**config.mk**
```make
export PLATFORM = sky130hd
export DESIGN_NAME = manchester_codec_unit
export DESIGN_NICKNAME = d
export VERILOG_FILES = /design/src/hw/manchester_codec_pkg.sv /design/src/hw/manchester_codec_unit.sv /design/src/hw/manchester_decoder.sv
export VERILOG_INCLUDE_DIRS = /design/src /design/src/hw
export SDC_FILE = /design/constraint.sdc
export NUM_CORES = 1
export LEC_CHECK = 0
export BUFFER_PORTS_ARGS = -buffer_cell sky130_fd_sc_hd__buf_2
export CAP_MARGIN = 20
export CORE_MARGIN = 1
export CORE_UTILIZATION = 25
export DETAILED_ROUTE_END_ITERATION = 16
export SLEW_MARGIN = 30
export SYNTH_ARGS = -nofsm -noshare
export SYNTH_HDL_FRONTEND = slang
export SYNTH_HIERARCHICAL = 1
export SYNTH_SLANG_ARGS = --single-unit
```
**constraint.sdc**
```tcl
create_clock -name clk_sys -period 2.4 [get_ports clk_sys]
set_clock_uncertainty 0.1 [all_clocks]
set_input_delay 0.12 -clock clk_sys [delete_from_list [all_inputs] [get_ports clk_sys]]
set_output_delay 0.12 -clock clk_sys [all_outputs]
set_load 0.01 [all_outputs]
```
**src/hw/manchester_codec_defines.svh**
```systemverilog
// timing constants and loopback codes for the manchester codec unit
// assumes a 250 MHz system clock and a 10 Mb/s line
`ifndef MANCHESTER_CODEC_DEFINES_SVH
`define MANCHESTER_CODEC_DEFINES_SVH

// system clock period in ns
`define MC_CLK_NS 4
// line rate in Mb/s and the bit time it implies
`define MC_LINE_MBPS 10
`define MC_BIT_NS (1000 / `MC_LINE_MBPS)
// half-bit time, one period of the 20 MHz oscillator
`define MC_HALF_NS (`MC_BIT_NS / 2)
// edges closer than three quarters of a bit to the last mid-bit edge
// are bit-boundary edges; least time, so round up
`define MC_GUARD_NS ((`MC_BIT_NS * 3) / 4)
`define MC_GUARD_CYC ((`MC_GUARD_NS + `MC_CLK_NS - 1) / `MC_CLK_NS)
// recovered clock stays high for half a bit; longest time, round down
`define MC_RXCLK_HI_CYC (`MC_HALF_NS / `MC_CLK_NS)
// activity ends after one and a half bits without any edge
`define MC_IDLE_NS ((`MC_BIT_NS * 3) / 2)
`define MC_IDLE_CYC (`MC_IDLE_NS / `MC_CLK_NS)
// loopback selector codes
`define MC_LOOP_NONE 2'h0
`define MC_LOOP_MAC 2'h1
`define MC_LOOP_CODEC 2'h2
`define MC_LOOP_XCVR 2'h3

`endif

```
**src/hw/manchester_codec_pkg.sv**
```systemverilog
// types shared by the manchester codec unit and its decoder
// assumes manchester_codec_defines.svh is on the include path
package manchester_codec_pkg;

    // loopback selection, codes written out here, equal to those in the defines header
    typedef enum logic [1:0] {
        LOOP_NONE = 2'h0,
        LOOP_MAC = 2'h1,
        LOOP_CODEC = 2'h2,
        LOOP_XCVR = 2'h3
    } loop_mode_e;

    // receive state of the decoder, one-hot
    typedef enum logic [2:0] {
        DEC_IDLE = 3'b001,
        DEC_ACTIVE = 3'b010,
        DEC_DRAIN = 3'b100
    } dec_state_e;

    // everything the codec hands to the media access controller
    typedef struct packed {
        logic rx_data;
        logic rx_clock;
        logic carrier_present;
        logic collision;
        logic tx_bit_clock;
    } mac_side_s;

    // serial transmit signals from the media access controller
    typedef struct packed {
        logic tx_en;
        logic tx_data;
    } mac_tx_s;

endpackage : manchester_codec_pkg

```
**src/hw/manchester_codec_unit.sv**
```systemverilog
// manchester codec between a coax transceiver and a mac
// assumes all pin inputs synchronous to clk_sys; osc_20m is sampled
// as a level, so clk_sys must run well above 40 MHz
// edges on the receive pair are timed on clk_sys, no analog loop
// every output is registered; pins mirror what the mac sees
// Contract
// - transmit merges mac nrz bits and bit clock into manchester symbols.
// - receive recovers nrz data and a receive clock at 10 Mb/s.
// - carrier_present follows data activity on the receive pair.
// - collision is flagged while a 10 MHz signal is on the collision pair.
// - tx_bit_clock is the 20 MHz oscillator divided by two.
// - every signal sent to the mac is also a device output pin.
// - three loopbacks are selectable: at mac, at codec, at transceiver.
// - while sending, the returned own frame is received for monitoring.
// - external_codec_select high bypasses the codec, mac signals go to pins.
`timescale 1ns/1ps
`include "manchester_codec_defines.svh"

module manchester_codec_unit
    import manchester_codec_pkg::*;
(
    input wire logic clk_sys,
    input wire logic sys_rst,
    input wire logic osc_20m,
    input wire logic external_codec_select,
    input wire loop_mode_e loop_mode,
    input wire mac_tx_s mac_tx,
    output mac_side_s mac_side,
    output mac_side_s pin_side,
    input wire logic rx_line,
    input wire logic col_line,
    output logic tx_line_p,
    output logic tx_line_n,
    output logic own_frame_seen,
    output mac_tx_s ext_tx,
    input wire mac_side_s ext_in
);

    logic osc_q;
    logic osc_rise;
    logic half_q;
    logic bit_q;
    logic en_q;
    logic enc_line_q;
    logic dec_in;
    logic rx_active;
    logic rx_bit;
    logic rx_clk;
    logic col_active;
    logic line_out;
    mac_side_s side_d;

    // codec loopback turns the encoder straight into the decoder
    function automatic logic codec_loop_on(input loop_mode_e mode);
        codec_loop_on = (mode == LOOP_CODEC);
    endfunction : codec_loop_on

    // mac loopback applies only while the internal codec is in use
    function automatic logic mac_loop_on(input loop_mode_e mode,
        input logic bypass);
        mac_loop_on = !bypass && (mode == LOOP_MAC);
    endfunction : mac_loop_on

    // the pair stays silent in mac or codec loopback and in bypass, so
    // a bypass raised mid-frame cuts the line without waiting for the
    // next bit boundary
    function automatic logic line_muted(input loop_mode_e mode,
        input logic bypass);
        line_muted = bypass || mac_loop_on(mode, bypass) ||
            codec_loop_on(mode);
    endfunction : line_muted

    // oscillator rising edge marks each half-bit
    assign osc_rise = osc_20m & ~osc_q;

    // previous oscillator level; resets high so that an oscillator
    // already high at release is not taken for a rise, which would
    // shorten the first bit clock period
    always_ff @(posedge clk_sys) begin
        if (sys_rst) begin
            osc_q <= 1'b1;
        end else begin
            osc_q <= osc_20m;
        end
    end

    // divide by two
    // half_q is the bit clock itself: low for the first half of a bit
    // and high for the second, so its fall is the bit boundary
    always_ff @(posedge clk_sys) begin
        if (sys_rst) begin
            half_q <= 1'b0;
        end else if (osc_rise) begin
            half_q <= ~half_q;
        end
    end

    // latch mac bit
    // the mac launches a bit at the rise of the bit clock; taking it at
    // the following fall leaves half a bit of setup on each side
    always_ff @(posedge clk_sys) begin
        if (sys_rst) begin
            bit_q <= 1'b0;
            en_q <= 1'b0;
        end else if (osc_rise && half_q) begin
            bit_q <= mac_tx.tx_data;
            en_q <= mac_tx.tx_en && !external_codec_select;
        end
    end

    // first half inverted
    // a one is low then high and a zero high then low, so the mid-bit
    // edge carries the data and a boundary edge only appears between
    // equal bits
    always_ff @(posedge clk_sys) begin
        if (sys_rst) begin
            enc_line_q <= 1'b0;
        end else begin
            enc_line_q <= en_q && (half_q ? bit_q : ~bit_q);
        end
    end

    // codec loopback input
    // the receive pair is ignored here, so line noise cannot reach the
    // mac while the codec checks itself
    assign dec_in = codec_loop_on(loop_mode) ? enc_line_q : rx_line;

    manchester_decoder u_rx_dec (
        .clk_sys(clk_sys),
        .sys_rst(sys_rst),
        .line_in(dec_in),
        .active(rx_active),
        .bit_data(rx_bit),
        .bit_strobe(),
        .bit_clock(rx_clk)
    );

    // collision activity
    // a second decoder used only for its activity flag; any burst of
    // edges counts, the frequency itself is not measured
    manchester_decoder u_col_det (
        .clk_sys(clk_sys),
        .sys_rst(sys_rst),
        .line_in(col_line),
        .active(col_active),
        .bit_data(),
        .bit_strobe(),
        .bit_clock()
    );

    // line is quiet during mac and codec loopback and in bypass
    assign line_out = en_q && !line_muted(loop_mode, external_codec_select);

    // differential transmit pair, both low when idle
    // so no standing level is left on the pair between frames
    always_ff @(posedge clk_sys) begin
        if (sys_rst) begin
            tx_line_p <= 1'b0;
            tx_line_n <= 1'b0;
        end else begin
            tx_line_p <= line_out && enc_line_q;
            tx_line_n <= line_out && !enc_line_q;
        end
    end

    // select what the mac sees
    // bypass wins over every loopback: the internal codec is then unused
    always_comb begin
        side_d.tx_bit_clock = half_q;
        side_d.rx_data = rx_bit;
        side_d.rx_clock = rx_clk;
        side_d.carrier_present = rx_active;
        side_d.collision = col_active;
        if (external_codec_select) begin
            side_d = ext_in;
        end else if (mac_loop_on(loop_mode, external_codec_select)) begin
            side_d.rx_data = mac_tx.tx_data;
            side_d.rx_clock = half_q;
            side_d.carrier_present = mac_tx.tx_en;
            side_d.collision = 1'b0;
        end
    end

    // same values on both sides
    // two registers from one source keep pins and mac in the same cycle
    always_ff @(posedge clk_sys) begin
        if (sys_rst) begin
            mac_side <= '0;
            pin_side <= '0;
        end else begin
            mac_side <= side_d;
            pin_side <= side_d;
        end
    end

    // mac transmit out to pins
    // outside bypass the pins rest at zero, so an unused external codec
    // never sees a frame
    always_ff @(posedge clk_sys) begin
        if (sys_rst) begin
            ext_tx <= '0;
        end else if (external_codec_select) begin
            ext_tx <= mac_tx;
        end else begin
            ext_tx <= '0;
        end
    end

    // own frame received while sending
    // carrier while our own encoder runs can only be the returned frame
    // as long as no collision is in progress
    always_ff @(posedge clk_sys) begin
        if (sys_rst) begin
            own_frame_seen <= 1'b0;
        end else begin
            own_frame_seen <= en_q && side_d.carrier_present;
        end
    end

endmodule : manchester_codec_unit

```
**src/hw/manchester_decoder.sv**
```systemverilog
// edge-timing manchester decoder and activity detector
// assumes line_in is already synchronous to clk_sys
`timescale 1ns/1ps
`include "manchester_codec_defines.svh"

module manchester_decoder
    import manchester_codec_pkg::*;
(
    input wire logic clk_sys,
    input wire logic sys_rst,
    input wire logic line_in,
    output logic active,
    output logic bit_data,
    output logic bit_strobe,
    output logic bit_clock
);

    logic prev_q;
    logic [7:0] since_q;
    logic [7:0] idle_q;
    dec_state_e state_q;
    logic any_edge;
    logic mid_edge;

    // a mid-bit edge is the first edge of a burst or any edge past the guard
    assign any_edge = line_in ^ prev_q;
    assign mid_edge = any_edge &&
        (state_q != DEC_ACTIVE || since_q >= 8'(`MC_GUARD_CYC));

    // previous line level for edge detection
    always_ff @(posedge clk_sys) begin
        if (sys_rst) begin
            prev_q <= 1'b0;
        end else begin
            prev_q <= line_in;
        end
    end

    // time since last mid-bit edge, saturating
    always_ff @(posedge clk_sys) begin
        if (sys_rst || mid_edge) begin
            since_q <= 8'h00;
        end else if (since_q != 8'hff) begin
            since_q <= since_q + 8'h01;
        end
    end

    // time since any edge, saturating
    always_ff @(posedge clk_sys) begin
        if (sys_rst || any_edge) begin
            idle_q <= 8'h00;
        end else if (idle_q != 8'hff) begin
            idle_q <= idle_q + 8'h01;
        end
    end

    // activity tracking: edges start it, a quiet line ends it
    always_ff @(posedge clk_sys) begin
        if (sys_rst) begin
            state_q <= DEC_IDLE;
        end else begin
            case (state_q)
                DEC_IDLE: begin
                    if (any_edge) begin
                        state_q <= DEC_ACTIVE;
                    end
                end
                DEC_ACTIVE: begin
                    if (idle_q >= 8'(`MC_IDLE_CYC)) begin
                        state_q <= DEC_DRAIN;
                    end
                end
                DEC_DRAIN: begin
                    state_q <= DEC_IDLE;
                end
                default: begin
                    state_q <= DEC_IDLE;
                end
            endcase
        end
    end

    // nrz bit equals the level after the mid-bit edge
    always_ff @(posedge clk_sys) begin
        if (sys_rst) begin
            bit_data <= 1'b0;
            bit_strobe <= 1'b0;
            bit_clock <= 1'b0;
            active <= 1'b0;
        end else begin
            active <= (state_q == DEC_ACTIVE);
            bit_strobe <= mid_edge;
            if (mid_edge) begin
                bit_data <= line_in;
            end
            bit_clock <= mid_edge || (state_q == DEC_ACTIVE &&
                since_q < 8'(`MC_RXCLK_HI_CYC - 1));
        end
    end

endmodule : manchester_decoder

```
==> results of run 1 <==
placed cells by master (no fill, tap or decap), drive strengths merged, types with 8 or more instances in the layout:
cell    count
nand2      13
a21oi      11
nand2b     10
and3        9
a31oi       8
buf        29
dfxtp      51
inv         9
nor3       13
nor2       31
o21ai       8
nor2b       8
per-layer routing:
metal | part of all wire | wire length, microns | global-route usage | vias up
met5 | 0 | 0 | 0 | -
met3 | 0.045 | 195 | 0.0308 | 6
met1 | 0.48 | 2060 | 0.119 | 825
met4 | 0.012 | 53 | 0.0390 | 0
li1 | - | - | - | 944
met2 | 0.46 | 1980 | 0.160 | 36
state kept, by name (all words and copies together) (netlist names), 2 cells and up:
register	count
u_rx_dec/idle_q	8
ext_tx	2
u_col_det/idle_q	8
u_rx_dec/since_q	8
pin_side	5
u_col_det/state_q	3
u_rx_dec/state_q	3
how the worst min path moves through the flow:
stage | start | to | slack (ns) | cells past startpoint
final | ext_in[4] | pin_side[4] | 0.04 | 4
after global routing | ext_in[4] | pin_side[4] | 0.05 | 4
after CTS | ext_in[4] | pin_side[4] | 0.04 | 4
after detailed placement | osc_20m | osc_q | 0.25 | 2
after global placement | osc_20m | osc_q | 0.25 | 2
after floorplan | sys_rst | u_col_det/active | 0.09 | 1
metrics by stage:
step	hold WS (ns)	setup WS, ns	instances	area, sq um	utilization
2_1_floorplan	0.0877	0.706	247	2320	-
5_1_grt	0.0472	0.498	392	2700	0.305
3_5_place_dp	0.254	0.564	377	2540	0.287
6_report	0.0419	0.604	392	2700	0.305
3_3_place_gp	0.246	0.606	377	2540	0.287
4_1_cts	0.0363	0.600	392	2700	0.305
power breakdown:
group / internal (mW) / switching [mW]
Combinational: 0.0781 / 0.0850
Clock: 0.206 / 0.293
Sequential: 0.878 / 0.0243
Total: 1.16 / 0.402
worst reg2reg max path, stage by stage, from the launching register on:
cell      delay [ns]
dfxtp_1         0.36
inv_1           0.08
ha_1            0.17
nand2b_1        0.14
a211o_1         0.29
a2111o_1        0.43
and2_1          0.14
final cells by class:
type	instances	area share
inverters	8	0.0111
multi-input cells	181	0.449
clock buffers	5	0.0255
well taps	108	0.0500
flip-flops and latches	51	0.378
repair buffers	36	0.0797
clock inverters	3	0.00695
==> impl_metrics.yaml, run 1 <==
outcome:
  status: "finished with violations"
  violations: "design-rule violations"
cells_and_area:
  multi_input_area_sq_um: 1210
  syn2layout_area_growth_pct: 16.5
  layout.nets: 305
  drive_gt1_frac: 0.183
  num_antenna_cells: 0
  n_fill_cell: 947
  seqCellArea_sq_um: 1020
global_routing:
  grt_usage: 0.0976
  grt_max_degree: 27
  antenna_found_initial: 0
  grt_pass1_wl_microns: 7720
  gr-total-overflow: 0
  grt_pass1_vias: 1764
clock_network:
  ctsHoldBuffers: 7
  cts.clk_slew.worst_paths_ns: 0.10
  cts_tree: "built"
  worstSkewPairLatency_ns: 0.31
  cts_sinks: 51
  cts_resized: 0
  htree_levels: 2
  max-clock-path-buffers: 2
  cts_made_buffers: 5
  cts_setup_buffers: 0
  cts-root-buf: "clkbuf_8"
sta:
  rsz0062_at_grt: "false"
  slew_violations: 0
  min_period_ns: 1.80
  final_hold_viol_count: 0
  max_slew_margin: 0.647
  fin_crit_sh: 0.748
  setup_viol: 0
  worst_slew_pin_slew_ns: 0.529
  fin_setup_tns_ns: 0
  max_freq_mhz: 557
floorplan:
  die_height_microns: 98.3
  start_util: 0.262
  io_pins: 30
  die_width_microns: 98.3
  die_area_sq_um: 9670
  core_area_sq_um: 8850
  std_cell_rows: 34
routing:
  dr.pass1.iters: 10
  drt_wl_total_microns: 4290
  dr.first_iter.drc_count: 85
  avgRoutedWirePerCell_microns: 11.0
  drc: 4
  vias: 1811
  postRouteAntennaNets: 0
  vias_per_cell: 4.62
critical_path:
  regToRegSetupSlack_ns: 0.60
  cp.required_ns: 2.52
  path_cells: "inv_1 > ha_1 > nand2b_1 > a211o_1 > a2111o_1 > and2_1"
  cp_max_fo: 3
  r2r_end: "u_rx_dec/state_q[2]"
  cp-start-kind: "flop"
  cp-endpoint: "u_rx_dec/state_q[2]"
  path_class: "flop to flop"
  crit_family: "compound AO/OA/AOI/OAI gates"
  endpoint_kind: "flop"
  cp.arrival_ns: 1.91
  worstRegToRegCells: 6
  path_buf_inv: 1
  cp_slowest_stage_delay_ns: 0.43
  crit_start: "u_rx_dec/idle_q[1]"
  rr_startpoint: "u_rx_dec/idle_q[1]"
  crit_cells: 6
  slowest_stage: "a2111o_1"
synthesis:
  syn-cell-area_sq_um: 2320
  yosysWarnings: 6
  synth_area_per_cell_sq_um: 9.39
  netlist_instances: 247
  synth_nets: 269
power_and_ir_drop:
  cellLeakagePower_nw: 1.08
  peakVddDrop_uv: 238
  p_per_area_nw_per_um2: 579
  total_power_mw: 1.56
flow_run:
  drv_cap: 0
placed_design:
  place_congestion: 0.728
  hpwl_microns: 3060
  numPortBuffers: 29
min_path:
  hold_class: "primary input to flop"
(Power assumes the default switching activity.)
==> run 2: changes to the inputs <==
==> constraint.sdc (replaced) <==
create_clock -name clk_sys -period 1.5 [get_ports clk_sys]
set_clock_uncertainty 0.1 [all_clocks]
set_input_delay 0.075 -clock clk_sys [delete_from_list [all_inputs] [get_ports clk_sys]]
set_output_delay 0.075 -clock clk_sys [all_outputs]
set_load 0.01 [all_outputs]
==> run 2 against run 1 <==
  * The flow finishes with violations (design-rule violations, negative setup slack)
  * Non-clock buffer count up 37
  * Flip-flop and latch count unchanged
  * Critical path type unchanged
  * Fmax up 8.9%
  * Sequential power up 61%
  * Hold slack worse by 0.0020 ns
  * Register-to-register slack worse by 0.75 ns
  * Utilization up 6.5 points
  * First-iteration DRC count down 11%
  * Routed wire length up 15%
  * Clock power up 70%
  * Die area unchanged
  * Worst setup slack worse by 0.75 ns
==> impl_metrics.yaml, run 2 (synthesized netlist as in run 1, its figures left out) <==
power_and_ir_drop:
  total_power_mw: 2.70
  cellLeakagePower_nw: 1.33
  p_per_area_nw_per_um2: 823
  peakVddDrop_uv: 357
sta:
  max_freq_mhz: 606
  slew_violations: 0
  whs_ns: 0.0400
  setup_viol: 9
  min_period_ns: 1.65
  max_slew_margin: 0.796
  fin_setup_tns_ns: -0.585
  rsz0062_at_grt: "true"
  final_hold_viol_count: 0
  fin_crit_sh: 1.10
  final.setup.worst_slack_ns: -0.149
  worst_slew_pin_slew_ns: 0.305
global_routing:
  grt_usage: 0.105
  grt_pass1_wl_microns: 8220
  grt_pass1_vias: 1912
  antenna_found_initial: 0
  grt_max_degree: 17
  gr-total-overflow: 0
clock_network:
  htree_levels: 2
  max-clock-path-buffers: 2
  cts_sinks: 51
  cts_made_buffers: 5
  worstSkewPairLatency_ns: 0.31
  cts-root-buf: "clkbuf_8"
  cts.clk_slew.worst_paths_ns: 0.10
  cts_tree: "built"
routing:
  dr.pass1.iters: 10
  avgRoutedWirePerCell_microns: 11.6
  drt_wl_total_microns: 4960
  dr.first_iter.drc_count: 76
  postRouteAntennaNets: 0
  drc: 5
  vias_per_cell: 4.60
  vias: 1974
cells_and_area:
  most-common-layout-cells: "dfxtp_1, buf_4, buf_2, nor2_1, nand2_1"
  layoutNonFillerInstCount: 429
  seqCellArea_sq_um: 1040
  stdcell_area_sq_um: 3280
  multi_input_area_sq_um: 1460
  n_fill_cell: 899
  final_common_cell: "dfxtp_1"
  largestRegisters: "u_col_det/idle_q: 8 flops, u_rx_dec/idle_q: 8 flops, u_rx_dec/since_q: 8 flops"
  syn2layout_area_growth_pct: 41.3
  drive_gt1_frac: 0.411
  layout.nets: 342
  fin_util: 0.370
  num_antenna_cells: 0
floorplan:
  die_height_microns: 98.3
  start_util: 0.262
  io_pins: 30
  core_area_sq_um: 8850
  die_width_microns: 98.3
  die_area_sq_um: 9670
  std_cell_rows: 34
placed_design:
  place_congestion: 0.747
  dp_cells: 409
  hpwl_microns: 3420
  post-place-ws_ns: -0.274
  numPortBuffers: 29
  postPlaceCellArea_sq_um: 2830
outcome:
  violations: "design-rule violations, negative setup slack"
  status: "finished with violations"
critical_path:
  regToRegSetupSlack_ns: -0.15
  rr_startpoint: "u_col_det/idle_q[1]"
  endpoint_kind: "flop"
  crit_start: "u_col_det/idle_q[1]"
  cp_max_fo: 3
  cp-endpoint: "u_col_det/state_q[2]"
  cp-start-kind: "flop"
  cp.required_ns: 1.62
  r2r_end: "u_col_det/state_q[2]"
  path_class: "flop to flop"
  worstRegToRegCells: 6
  cp.arrival_ns: 1.76
flow_run:
  drv_cap: 0
min_path:
  hold_class: "primary input to flop"
-- run 2: worst min-delay path by stage --
stage,from,endpoint,slack [ns],cells past startpoint
after floorplan,sys_rst,u_col_det/active,0.04,1
after global placement,osc_20m,osc_q,0.20,2
after detailed placement,osc_20m,osc_q,0.20,2
after CTS,external_codec_select,pin_side[1],0.03,3
after global routing,external_codec_select,pin_side[1],0.05,3
final,external_codec_select,pin_side[1],0.04,3
-- run 2: critical path, stage by stage, from the launching register on --
cell,delay (ns)
dfxtp_2,0.34
inv_2,0.05
ha_4,0.14
nand2b_4,0.13
a211o_1,0.27
a2111o_1,0.38
and2_1,0.16
-- run 2: layout make-up --
type / instances / area share
multi-input combinational: 181 / 0.446
timing repair buffer: 73 / 0.158
tap: 108 / 0.0412
clock inverter: 2 / 0.00496
clock buffer: 6 / 0.0252
sequential: 51 / 0.316
inverter: 8 / 0.00916
-- run 2: where the power goes --
part | switching [mW] | leakage [nW] | internal (mW)
logic | 0.188 | 0.858 | 0.217
registers | 0.0377 | 0.420 | 1.41
clock network | 0.470 | 0.0474 | 0.377
total | 0.695 | 1.33 | 2.00
-- run 2: repair_timing --
action	4_1_cts	5_1_grt
gates resized for setup	27	23
hold buffers	10	0
pin swaps	5	6
endpoints found under the setup margin	21	26
buffers inserted	2	0
endpoints found under the hold margin	14	0
-- run 2: metal layers --
| layer | track usage | wire, microns | vias to the layer above |
|---|---|---|---|
| met5 | 0 | 0 | - |
| met4 | 0.0448 | 60 | 0 |
| met3 | 0.0301 | 182 | 8 |
| met2 | 0.181 | 2470 | 35 |
| met1 | 0.120 | 2250 | 912 |
| li1 | - | - | 1019 |
==> run 3: changes to the inputs <==
--- a/config.mk
+++ b/config.mk
@@ -6,9 +6,9 @@
 export SDC_FILE = /design/constraint.sdc
 export NUM_CORES = 1
 export LEC_CHECK = 0
-export BUFFER_PORTS_ARGS = -buffer_cell sky130_fd_sc_hd__buf_2
+export BUFFER_PORTS_ARGS = -buffer_cell sky130_fd_sc_hd__clkbuf_2
 export CAP_MARGIN = 20
-export CORE_MARGIN = 1
+export CORE_MARGIN = 2
 export CORE_UTILIZATION = 25
 export DETAILED_ROUTE_END_ITERATION = 16
 export SLEW_MARGIN = 30
==> run 3 against run 2 <==
  * The run ends with negative setup slack left
  * Die area grew 4.1%
  * Sequential share of layout area hardly changed
  * Non-clock buffer count fell by 4
  * Critical path depth stayed put
  * Cell count is 0.23% lower
  * Register-to-register slack barely moved
==> impl_metrics.yaml, run 3 (synthesized netlist as in run 1, its figures left out) <==
floorplan:
  core_area_sq_um: 9110
  start_util: 0.255
  die_width_microns: 100
  io_pins: 30
  die_area_sq_um: 10100
  die_height_microns: 100
  std_cell_rows: 35
routing:
  dr.first_iter.drc_count: 41
  drc: 0
  dr.pass1.iters: 4
  drt_wl_total_microns: 4750
  vias_per_cell: 4.62
  vias: 1976
  avgRoutedWirePerCell_microns: 11.1
  postRouteAntennaNets: 0
cells_and_area:
  most-common-layout-cells: "dfxtp_1, clkbuf_2, buf_4, nor2_1, nand2_1"
  num_antenna_cells: 0
  syn2layout_area_growth_pct: 41.6
  n_fill_cell: 911
  final_common_cell: "dfxtp_1"
  largestRegisters: "u_col_det/idle_q: 8 flops, u_rx_dec/idle_q: 8 flops, u_rx_dec/since_q: 8 flops"
  drive_gt1_frac: 0.429
  layout.nets: 338
sta:
  max_freq_mhz: 606
  fin_setup_tns_ns: -0.787
  worst_slew_pin_slew_ns: 0.374
  whs_ns: 0.0668
  rsz0062_at_grt: "true"
  max_slew_margin: 0.751
  min_period_ns: 1.65
  final.setup.worst_slack_ns: -0.149
  final_hold_viol_count: 0
  slew_violations: 0
  fin_crit_sh: 1.10
  setup_viol: 13
global_routing:
  gr-total-overflow: 0
  grt_max_degree: 19
  grt_usage: 0.0955
  grt_pass1_wl_microns: 8020
  antenna_found_initial: 0
  grt_pass1_vias: 1907
critical_path:
  cp_slowest_stage_delay_ns: 0.38
  cp-start-kind: "flop"
  cp.required_ns: 1.61
  path_class: "flop to flop"
  crit_family: "compound AO/OA/AOI/OAI gates"
  slowest_stage: "a2111o_1"
  cp_max_fo: 3
  cp.arrival_ns: 1.76
  endpoint_kind: "flop"
  path_buf_inv: 1
  path_cells: "inv_2 > ha_4 > nand2b_4 > a211o_1 > a2111o_1 > and2_1"
flow_run:
  drv_cap: 0
clock_network:
  max-clock-path-buffers: 2
  cts_tree: "built"
  cts-root-buf: "clkbuf_8"
  cts.clk_slew.worst_paths_ns: 0.11
  cts_made_buffers: 5
  cts_sinks: 51
  htree_levels: 2
  worstSkewPairLatency_ns: 0.31
min_path:
  hold_class: "primary input to flop"
power_and_ir_drop:
  peakVddDrop_uv: 382
  p_per_area_nw_per_um2: 822
  cellLeakagePower_nw: 1.29
placed_design:
  place_congestion: 0.788
  hpwl_microns: 3220
  numPortBuffers: 29
outcome:
  status: "finished with violations"
  violations: "negative setup slack"
-- run 3: stage by stage --
| stage | power, mW | cell area (sq um) | setup slack, ns | util | instances |
|---|---|---|---|---|---|
| final | 2.70 | 3290 | -0.149 | 0.361 | 428 |
| after detailed placement | 1.80 | 2770 | -0.302 | 0.304 | 404 |
| after floorplan | 1.67 | 2360 | -0.0885 | - | 247 |
| after global routing | 2.83 | 3290 | -0.224 | 0.361 | 428 |
| after global placement | 1.78 | 2770 | -0.228 | 0.304 | 404 |
| after CTS | 2.70 | 3140 | -0.158 | 0.345 | 428 |
-- run 3: final timing paths --
path                         start              endpoint  slack [ns]  depth (start not counted)
min          external_codec_select             tx_line_n        0.07                          2
max reg2reg    u_col_det/idle_q[1]  u_col_det/state_q[2]       -0.15                          6
max            u_col_det/idle_q[1]  u_col_det/state_q[2]       -0.15                          6
min reg2reg                   en_q                  en_q        0.37                          2
-- run 3: routing by layer --
| layer | vias to the layer above | GRT usage | wire length [microns] |
|---|---|---|---|
| li1 | 1011 | - | - |
| met1 | 927 | 0.117 | 2200 |
| met2 | 34 | 0.165 | 2350 |
| met3 | 4 | 0.0167 | 131 |
| met4 | 0 | 0.0390 | 74 |
| met5 | - | 0 | 0 |
-- run 3: repair_timing --
item / 4_1_cts / 5_1_grt
gates cloned: 0 / 0
endpoints found under the hold margin: 11 / 0
hold buffers: 9 / 0
setup endpoints to repair: 24 / 27
buffers inserted: 7 / 0
pin swaps: 7 / 12
resized for setup: 29 / 34
-- run 3: cell type report --
| class | count | area [sq um] | share of cell area |
|---|---|---|---|
| clock buffers | 5 | 68.8 | 0.0209 |
| clock inverters | 3 | 28.8 | 0.00876 |
| inverters | 8 | 30.0 | 0.00914 |
| multi-input cells | 181 | 1500 | 0.457 |
| flip-flops and latches | 51 | 1040 | 0.316 |
| well taps | 111 | 139 | 0.0423 |
| repair buffers | 69 | 479 | 0.146 |
-- run 3: worst register-to-register path, stage by stage (launching register included) --
cell	delay [ns]
dfxtp_2	0.34
inv_2	0.05
ha_4	0.14
nand2b_4	0.12
a211o_1	0.25
a2111o_1	0.38
and2_1	0.16
-- run 3: power by group --
| group | switching (mW) | internal, mW |
|---|---|---|
| clock | 0.488 | 0.346 |
| combinational | 0.197 | 0.222 |
| sequential | 0.0389 | 1.41 |
